`src/pkg/rpo_pkg.sv`:
```
package rpo_pkg;
    localparam int ADDR_W = 16;
    localparam int DATA_W = 8;
    localparam logic [15:0] OFS_POH_STATUS0 = 16'h0287;
    localparam logic [15:0] OFS_IRQ_STAT_LABEL = 16'h028a;
    localparam logic [15:0] OFS_IRQ_STAT_PTR = 16'h028b;
    localparam logic [15:0] OFS_IRQ_EN_LABEL = 16'h028e;
    localparam logic [15:0] OFS_IRQ_EN_PTR = 16'h028f;
    localparam logic [15:0] OFS_RDI_ACCEPT = 16'h0293;
    localparam logic [7:0] RST_BYTE = 8'h00;
    localparam logic [2:0] RST_RDI_VALUE = 3'h0;
    // label group bit positions
    localparam int BIT_PLM_CHG = 4;
    localparam int BIT_C2_NEW = 3;
    localparam int BIT_C2_UNST_CHG = 2;
    localparam int BIT_RDI_UNST_CHG = 1;
    localparam int BIT_RDI_NEW = 0;
    // pointer group bit positions
    localparam int BIT_B3_ERR = 7;
    localparam int BIT_PTR_NEW = 6;
    localparam int BIT_PTR_UNKNOWN = 5;
    localparam int BIT_PTR_DEC = 4;
    localparam int BIT_PTR_INC = 3;
    localparam int BIT_PTR_NDF = 2;
    localparam int BIT_LOP_CHG = 1;
    localparam int BIT_AIS_CHG = 0;
    // poh status byte 0 positions, then the low bit of the accepted remote defect value
    localparam int BIT_ST_C2_UNST = 6;
    localparam int BIT_ST_PLM = 4;
    localparam int BIT_ST_RDI_UNST = 2;
    localparam int BIT_ST_LOP = 1;
    localparam int BIT_ST_AIS = 0;
    localparam int BIT_RDI_ACC_LO = 4;
    // previous-level index of each watched defect
    localparam int DEF_PLM = 0;
    localparam int DEF_C2 = 1;
    localparam int DEF_RDI = 2;
    localparam int DEF_LOP = 3;
    localparam int DEF_AIS = 4;
    localparam int NUM_DEF = 5;
endpackage : rpo_pkg

```
`src/pkg/rpo_flag_if.sv`:
```
`timescale 1ns/10ps
`default_nettype none
interface rpo_flag_if;
    logic [7:0] evt;
    logic [7:0] en;
    logic clr;
    logic [7:0] flags;
    modport bank (input evt, input en, input clr, output flags);
    modport owner (output evt, output en, output clr, input flags);
endinterface : rpo_flag_if
`default_nettype wire

```
`src/design/rpo_flag_bank.sv`:
```
`timescale 1ns/10ps
`default_nettype none
module rpo_flag_bank
    import rpo_pkg::*;
(
    input wire logic mclk,
    input wire logic rst_n,
    rpo_flag_if.bank fl
);
    typedef struct packed {
        logic [7:0] flags;
    } rpo_bank_t;

    rpo_bank_t st_r;
    rpo_bank_t st_nxt;
    logic [7:0] bitNxt;

    genvar i;
    generate
        for (i = 0; i < 8; i++) begin : g_flag
            // set beats the read clear so an event in the read cycle survives
            assign bitNxt[i] = (fl.evt[i] & fl.en[i]) | (st_r.flags[i] & ~fl.clr);
        end
    endgenerate

    always_comb begin
        st_nxt = st_r;
        st_nxt.flags = bitNxt;
    end

    always_ff @(posedge mclk) begin
        if (!rst_n) begin
            st_r <= '{flags: RST_BYTE};
        end else begin
            st_r <= st_nxt;
        end
    end

    assign fl.flags = st_r.flags;
endmodule : rpo_flag_bank
`default_nettype wire

```
`src/design/rpo_irq_status.sv`:
```
`timescale 1ns/10ps
`default_nettype none
// Functional notes
// - status flags read one after their event; a register read clears them
// - label bit 4 sets on payload mismatch declare and clear
// - label bit 3 sets on each accepted new C2 byte
// - label bit 2 sets on C2 unstable declare and clear
// - poh status byte 0 bit 6 shows C2 unstable state
// - label bit 1 sets on remote defect unstable declare and clear
// - poh status byte 0 bit 2 shows remote defect unstable state
// - label bit 0 sets on each validated new remote defect value
// - accepted remote defect value held in bits 6:4 of its register
// - pointer bit 7 sets on a B3 parity error
// - pointer bit 6 sets on a new pointer value
// - pointers carrying new data flag never set the new pointer bit
// - pointer bit 5 sets on any pointer fitting no known category
// - pointer bit 4 sets on a pointer decrement
// - pointer bit 3 sets on a pointer increment
// - pointer bit 2 sets on a new data flag pointer
// - pointer bit 1 sets on loss of pointer declare and clear
// - pointer bit 0 sets on path AIS declare and clear
module rpo_irq_status
    import rpo_pkg::*;
(
    input wire logic mclk,
    input wire logic rst_n,
    input wire logic [ADDR_W-1:0] regAddr,
    input wire logic [DATA_W-1:0] regWrData,
    input wire logic regWr,
    input wire logic regRd,
    output logic [DATA_W-1:0] regRdData,
    input wire logic plmDefect,
    input wire logic c2UnstableDefect,
    input wire logic rdiUnstableDefect,
    input wire logic lopDefect,
    input wire logic aisDefect,
    input wire logic c2NewAccept,
    input wire logic rdiNewValid,
    input wire logic [2:0] rdiNewValue,
    input wire logic b3Error,
    input wire logic ptrSeen,
    input wire logic ptrNew,
    input wire logic ptrNdf,
    input wire logic ptrInc,
    input wire logic ptrDec,
    input wire logic ptrAllOnes,
    output logic irqReq
);
    typedef struct packed {
        logic [NUM_DEF-1:0] defPrev;
        logic [7:0] enLabel;
        logic [7:0] enPtr;
        logic [2:0] rdiAccept;
        logic [DATA_W-1:0] rdData;
        logic irq;
    } rpo_state_t;

    rpo_state_t st_r;
    rpo_state_t st_nxt;
    logic [NUM_DEF-1:0] defNow;
    logic [NUM_DEF-1:0] defChg;
    logic [7:0] evtLabel;
    logic [7:0] evtPtr;
    logic [7:0] pohStatus;
    logic unknownPtr;
    logic [7:0] labelNext;
    logic [7:0] ptrNext;

    rpo_flag_if labelIf ();
    rpo_flag_if ptrIf ();

    rpo_flag_bank u_label_bank (
        .mclk(mclk),
        .rst_n(rst_n),
        .fl(labelIf)
    );

    rpo_flag_bank u_ptr_bank (
        .mclk(mclk),
        .rst_n(rst_n),
        .fl(ptrIf)
    );

    always_comb begin
        defNow = '0;
        defNow[DEF_PLM] = plmDefect;
        defNow[DEF_C2] = c2UnstableDefect;
        defNow[DEF_RDI] = rdiUnstableDefect;
        defNow[DEF_LOP] = lopDefect;
        defNow[DEF_AIS] = aisDefect;
    end

    // both directions of each defect count as a change
    assign defChg = defNow ^ st_r.defPrev;

    // a pointer that no other category claims is flagged as unknown
    assign unknownPtr = ptrSeen & ~(ptrInc | ptrDec | ptrNdf | ptrAllOnes | ptrNew);

    always_comb begin
        evtLabel = '0;
        evtLabel[BIT_PLM_CHG] = defChg[DEF_PLM];
        evtLabel[BIT_C2_NEW] = c2NewAccept;
        evtLabel[BIT_C2_UNST_CHG] = defChg[DEF_C2];
        evtLabel[BIT_RDI_UNST_CHG] = defChg[DEF_RDI];
        evtLabel[BIT_RDI_NEW] = rdiNewValid;
    end

    always_comb begin
        evtPtr = '0;
        evtPtr[BIT_B3_ERR] = b3Error;
        evtPtr[BIT_PTR_NEW] = ptrNew & ~ptrNdf;
        evtPtr[BIT_PTR_UNKNOWN] = unknownPtr;
        evtPtr[BIT_PTR_DEC] = ptrDec;
        evtPtr[BIT_PTR_INC] = ptrInc;
        evtPtr[BIT_PTR_NDF] = ptrNdf;
        evtPtr[BIT_LOP_CHG] = defChg[DEF_LOP];
        evtPtr[BIT_AIS_CHG] = defChg[DEF_AIS];
    end

    always_comb begin
        pohStatus = '0;
        pohStatus[BIT_ST_C2_UNST] = c2UnstableDefect;
        pohStatus[BIT_ST_PLM] = plmDefect;
        pohStatus[BIT_ST_RDI_UNST] = rdiUnstableDefect;
        pohStatus[BIT_ST_LOP] = lopDefect;
        pohStatus[BIT_ST_AIS] = aisDefect;
    end

    assign labelIf.evt = evtLabel;
    assign labelIf.en = st_r.enLabel;
    assign labelIf.clr = regRd && (regAddr == OFS_IRQ_STAT_LABEL);
    assign ptrIf.evt = evtPtr;
    assign ptrIf.en = st_r.enPtr;
    assign ptrIf.clr = regRd && (regAddr == OFS_IRQ_STAT_PTR);

    // mirror of the banks' next flags so the request flop tracks them with no lag
    assign labelNext = (evtLabel & st_r.enLabel) | (labelIf.flags & ~{8{labelIf.clr}});
    assign ptrNext = (evtPtr & st_r.enPtr) | (ptrIf.flags & ~{8{ptrIf.clr}});

    always_comb begin
        st_nxt = st_r;
        st_nxt.defPrev = defNow;
        if (rdiNewValid) begin
            st_nxt.rdiAccept = rdiNewValue;
        end
        if (regWr) begin
            if (regAddr == OFS_IRQ_EN_LABEL) begin
                st_nxt.enLabel = regWrData;
            end else if (regAddr == OFS_IRQ_EN_PTR) begin
                st_nxt.enPtr = regWrData;
            end
        end
        st_nxt.rdData = RST_BYTE;
        if (regRd) begin
            // read data shows flags before the clear takes effect
            if (regAddr == OFS_IRQ_STAT_LABEL) begin
                st_nxt.rdData = labelIf.flags;
            end else if (regAddr == OFS_IRQ_STAT_PTR) begin
                st_nxt.rdData = ptrIf.flags;
            end else if (regAddr == OFS_IRQ_EN_LABEL) begin
                st_nxt.rdData = st_r.enLabel;
            end else if (regAddr == OFS_IRQ_EN_PTR) begin
                st_nxt.rdData = st_r.enPtr;
            end else if (regAddr == OFS_POH_STATUS0) begin
                st_nxt.rdData = pohStatus;
            end else if (regAddr == OFS_RDI_ACCEPT) begin
                st_nxt.rdData = {1'b0, st_r.rdiAccept, 4'h0};
            end else begin
                st_nxt.rdData = RST_BYTE;
            end
        end
        // flags only set while enabled, but an enable cleared later still masks them here
        st_nxt.irq = |((labelNext & st_nxt.enLabel) | (ptrNext & st_nxt.enPtr));
    end

    always_ff @(posedge mclk) begin
        if (!rst_n) begin
            st_r <= '{defPrev: '0, enLabel: RST_BYTE, enPtr: RST_BYTE,
                      rdiAccept: RST_RDI_VALUE, rdData: RST_BYTE, irq: 1'b0};
        end else begin
            st_r <= st_nxt;
        end
    end

    assign regRdData = st_r.rdData;
    assign irqReq = st_r.irq;
endmodule : rpo_irq_status
`default_nettype wire

```
`config.mk`:
```
export PLATFORM = sky130hd
export DESIGN_NAME = rpo_irq_status
export DESIGN_NICKNAME = d
export VERILOG_FILES = /design/src/pkg/rpo_pkg.sv /design/src/pkg/rpo_flag_if.sv /design/src/design/rpo_flag_bank.sv /design/src/design/rpo_irq_status.sv
export SDC_FILE = /design/constraint.sdc
export NUM_CORES = 1
export LEC_CHECK = 0
export BUFFER_PORTS_ARGS = -buffer_cell sky130_fd_sc_hd__buf_2
export CAP_MARGIN = 20
export CORE_UTILIZATION = 57
export DETAILED_ROUTE_END_ITERATION = 10
export HOLD_SLACK_MARGIN = 0.06
export PLACE_DENSITY = 0.83
export SYNTH_ARGS = -nofsm -noshare
export SYNTH_HDL_FRONTEND = slang
export SYNTH_SLANG_ARGS = --single-unit
```
`constraint.sdc`:
```
create_clock -name mclk -period 4.33 [get_ports mclk]
set_clock_uncertainty 0.1 [all_clocks]
set_input_delay 0 -clock mclk [delete_from_list [all_inputs] [get_ports mclk]]
set_output_delay 0 -clock mclk [all_outputs]
set_load 0.01 [all_outputs]
```
# == Yosys cells after proc, flatten, opt, wreduce, memory -nomap -nowiden ==
# Cells that the tools add are included.
# word_totals
elab_cells,92
out_inout_bits,9
in_bits,45
reg_bits,49
# op_classes
eq_ne,6
reduce_logical,4
muxes,10
n_bitwise,64
# op_table
cell,n
"16-bit by 10-bit equality test with 1-bit output, second input constant",6
8-bit two-way mux,7
8-bit bitwise AND,5
1-bit bitwise AND,31
8-bit OR,3
1-bit OR,17
16-bit two-way mux,1
8-bit inverter,2
7-bit two-way mux,2
5-bit by 8-bit bitwise AND with 8-bit output,1
8-bit OR reduction,1
5-bit XOR,1
1-bit inverter,4
1-bit logical AND,2
2-bit AND reduction,1

# == Depth between registers and ports, before layout ==
# logic_depth
word_depth,11
ltp_mapped,9
mapped_depth_nobuf,7

# == Cells and area by module ==
# A second synthesis with hierarchy kept.
# hier_totals
hier_cells,305
hier_area_um2,2627.5
# modules_own_cells
module,seq_area_each_um2,instances,cells_each,area_per_inst_um2
rpo_irq_status,660.6,1,241,1966.9
rpo_flag_bank,160.2,2,32,330.3

# == Worst setup path after synthesis ==
# No wires, ideal clock.
# synth_path
kind,input port to flip-flop
from,in regAddr[6]
to,reg st_r (netlist bit irqReq)
setup_time_ns,0.136
required_ns,4.094
n_path_buf,1
path_stages,8
slack_ns,2.454
t_arrival_ns,1.640
path_cell_list,nor3b_1 > and4_1 > buf_4 > and2_2 > mux2_2 > a32o_1 > a211oi_2 > a41oi_1
# synth_between
elab_chain_cells,8
elab_cells_between_ends,20
cone_classes,4 x eq/ne; 4 x mux; 9 x bitwise; 3 x reduce/logical
# synth_rtl
element,line_no,rtl
"start, declared",rpo_irq_status.sv:27,"input wire logic [ADDR_W-1:0] regAddr,"
"16-bit by 10-bit equality test with 1-bit output, on equally long branches","rpo_irq_status.sv:131, rpo_irq_status.sv:134",
"1-bit logical AND, on equally long branches","rpo_irq_status.sv:131, rpo_irq_status.sv:134",
"8-bit inverter, on equally long branches","rpo_irq_status.sv:137, rpo_irq_status.sv:138",
"8-bit bitwise AND, on equally long branches","rpo_irq_status.sv:137, rpo_irq_status.sv:138",
"8-bit OR, on equally long branches","rpo_irq_status.sv:137, rpo_irq_status.sv:138",
8-bit bitwise AND,rpo_irq_status.sv:173,st_nxt.irq = |((labelNext & st_nxt.enLabel) | (ptrNext & st_nxt.enPtr));
8-bit OR (*),rpo_irq_status.sv:173,
8-bit OR reduction (*),rpo_irq_status.sv:173,
"end signal, assigned",rpo_irq_status.sv:178,"st_r <= '{defPrev: '0, enLabel: RST_BYTE, enPtr: RST_BYTE,"
"end signal, assigned",rpo_irq_status.sv:181,st_r <= st_nxt;
"end, declared",rpo_irq_status.sv:58,rpo_state_t st_r;
# Mark *: on every way between the ends. The rest lies on a longest branch, timed or not.
# A chain may end at the register's enable or synchronous reset.

# == Final worst setup path ==
# layout_path
from,in regAddr[3]
to,reg st_r (netlist bit irqReq)
# Same word-level chain as after synthesis.

==> results.cfg <==
[outcome]
status = finished, final reports clean

[finish]
syn2layout_area_growth_pct = 25.84
diodes = 0
nets = 390
instances_no_fill = 395
fillers = 307
drive_gt1_share_pct = 23.19

[clocking]
cts_tree = built
cts_root_buffer = clkbuf_8
cts_resized = 0
cts_sinks = 49
hold_buffers = 33
post-cts-setup-buffer-count = 0
htree_num_levels = 2
path_clk_slew_ps = 90
cts_buffers = 5
cts_buffer_depth = 2
clock_insertion_delay_worst_skew_ps = 310

[placement]
dp.cells = 355
gp_congestion = 0.8923
io_buffers = 53
dp_hpwl_um = 4168

[floorplanning]
die-area_um2 = 4433
dieWidth_um = 66.58
num_rows = 23
start_util_pct = 59.43
core_um2 = 4000
chipHeight_um = 66.58
pin_count = 54

[global_routing]
grt_pass1_vias = 2223
grtUsageTotal_pct = 32.41
grt_max_degree = 29
gr-total-overflow = 0
grt_pass1_wl_um = 10450
antenna_found_initial = 0

[timing]
fin_tns_setup_ps = 0
slew_headroom_pct = 45.71
hold_viol_final = 0
grt_setup_unrepaired = no
period_share_pct = 56.35
final-setup-viol-count = 0
hold-worst-slack_ps = 77.93
period_needed_ps = 2440
slew_violations = 0
worstMarginPinSlew_ps = 811.4
max_freq_ghz = 0.4098

[synth]
yosysWarnings = 0
synthCells = 274
synth-seq-area-share_pct = 41.26
yosysTopAreaCell = dfxtp_1
syn-num-nets = 319
avgSynthCellArea_um2 = 8.676
synthTopCellsByArea = dfxtp_1 (41%), a21oi_1 (8.2%), a22oi_1 (5.7%), nor2_1 (5.1%), nand2_1 (4.3%)
yosysMostFrequentCell = dfxtp_1
synth_flop_cell = dfxtp_1
ys_top_cells_by_count = dfxtp_1 (49), a21oi_1 (39), nor2_1 (32)
ys_seq_elements = 49
synthArstFlopShare_pct = 0
synthesis.area_um2 = 2377
synth-edff-count = 0
synth_top_area_share_pct = 41.26
ys_types = 45

[route]
wirelength_um = 6625
detail-route-antenna-nets = 0
routed_via_density = 6.078
drc_errors = 0
wire_per_inst_um = 16.77
vias = 2401
dr.pass1.iters = 7
drt_iter0_drc = 305

[worst_setup_path]
end_kind = flip-flop
max_stage_delay_ps = 640
worstPathRequired_ps = 4400
critPathMaxFanout = 15
cp_slowest_cell = or3b_1
crit_family = simple AND/OR/NAND/NOR gates
crit_buf_inv = 2
start_kind = input pin
cp_data_arrival_time_ps = 2510
crit_type = in2reg
cp_cell_sequence = dlygate4sd3_1 -> buf_2 -> and4b_1 -> or3b_1 -> a21oi_1 -> nor3_1 -> nor4_1 -> a41oi_1

[power_and_ir_drop]
ir_drop_mv = 0.2236
total_power_mw = 0.8237
power_density_nw_per_um2 = 275.3
leakage_nw = 1.184

[worst_hold_path]
min-delay-path-class = in2reg

[job]
drv_cap = 0
logic make-up (layout without fill, tap and decap cells):
group           count (synthesis)  after routing  synth area share, %
simple gates                  107            107                23.69
compound gates                 76             76                21.00
flops                          49             49                41.26
buf+inv                        24             95                5.947
mux                            13             13                6.263
xor+xnor                        5              5                1.842
cells in the final DEF, fill, tap and decap left out, types with 7 or more instances in the layout:
cell type / instances
a22oi_1: 18
and2_1: 11
nand2_1: 27
mux2_2: 7
a21oi_1: 39
buf_2: 53
dfxtp_1: 49
nor2_1: 32
nor3_1: 7
dlygate4sd3_1: 33
worst register-to-register path: stages (launching register included):
cell and delay [ps]:
dfxtp_1 320, xor2_1 200, a21oi_1 140, nor3_1 70, nor4_1 300, a41oi_1 160
final timing paths:
| check | cells after the start | slack [ps] | start | end |
|---|---|---|---|---|
| min | 5 | 80 | ptrSeen | u_ptr_bank.fl.flags[5]$_SDFF_PN0_ |
| max reg2reg | 5 | 2910 | st_r[29]$_SDFF_PN0_ | irqReq$_SDFF_PN0_ |
| min reg2reg | 2 | 390 | labelIf.en[0]$_SDFF_PN0_ | labelIf.en[0]$_SDFF_PN0_ |
| max | 8 | 1890 | regAddr[3] | irqReq$_SDFF_PN0_ |
cell type report:
class | count | area (µm²) | area share (%)
multi-input cells | 201 | 1255 | 41.95
flip-flops and latches | 49 | 980.9 | 32.79
inverters | 2 | 7.507 | 0.2509
clock inverters | 1 | 7.507 | 0.2509
repair buffers | 86 | 595.6 | 19.91
well taps | 50 | 62.56 | 2.091
clock buffers | 6 | 82.58 | 2.760
metrics by stage:
step           area, µm²  setup WS, ps  utilization, %
2_1_floorplan       2377          2454               -
3_3_place_gp        2571          2013           64.28
3_5_place_dp        2571          1977           64.28
4_1_cts             2992          1941           74.79
5_1_grt             2992          1824           74.79
6_report            2992          1890           74.79
layer usage:
layer,part of all wire (%),vias to the layer above,GRT usage [%]
li1,-,1137,-
met2,48,120,52.78
met5,0,-,0
met1,40,1115,38.86
met3,8.1,29,8.733
met4,3.9,0,16.22
flip-flops by register name, summed over array words and instances (netlist names):
signal                 flops
regRdData                  8
u_ptr_bank.fl.flags        8
labelIf.en                 8
ptrIf.en                   8
u_label_bank.fl.flags      8
irqReq                     1
st_r                       8
power by group:
| group | internal (mW) | total [mW] | switching [mW] |
|---|---|---|---|
| Clock | 0.126 | 0.279 | 0.153 |
| Sequential | 0.454 | 0.457 | 0.00239 |
| Combinational | 0.0475 | 0.0876 | 0.0401 |
(Power assumes the default switching activity.)
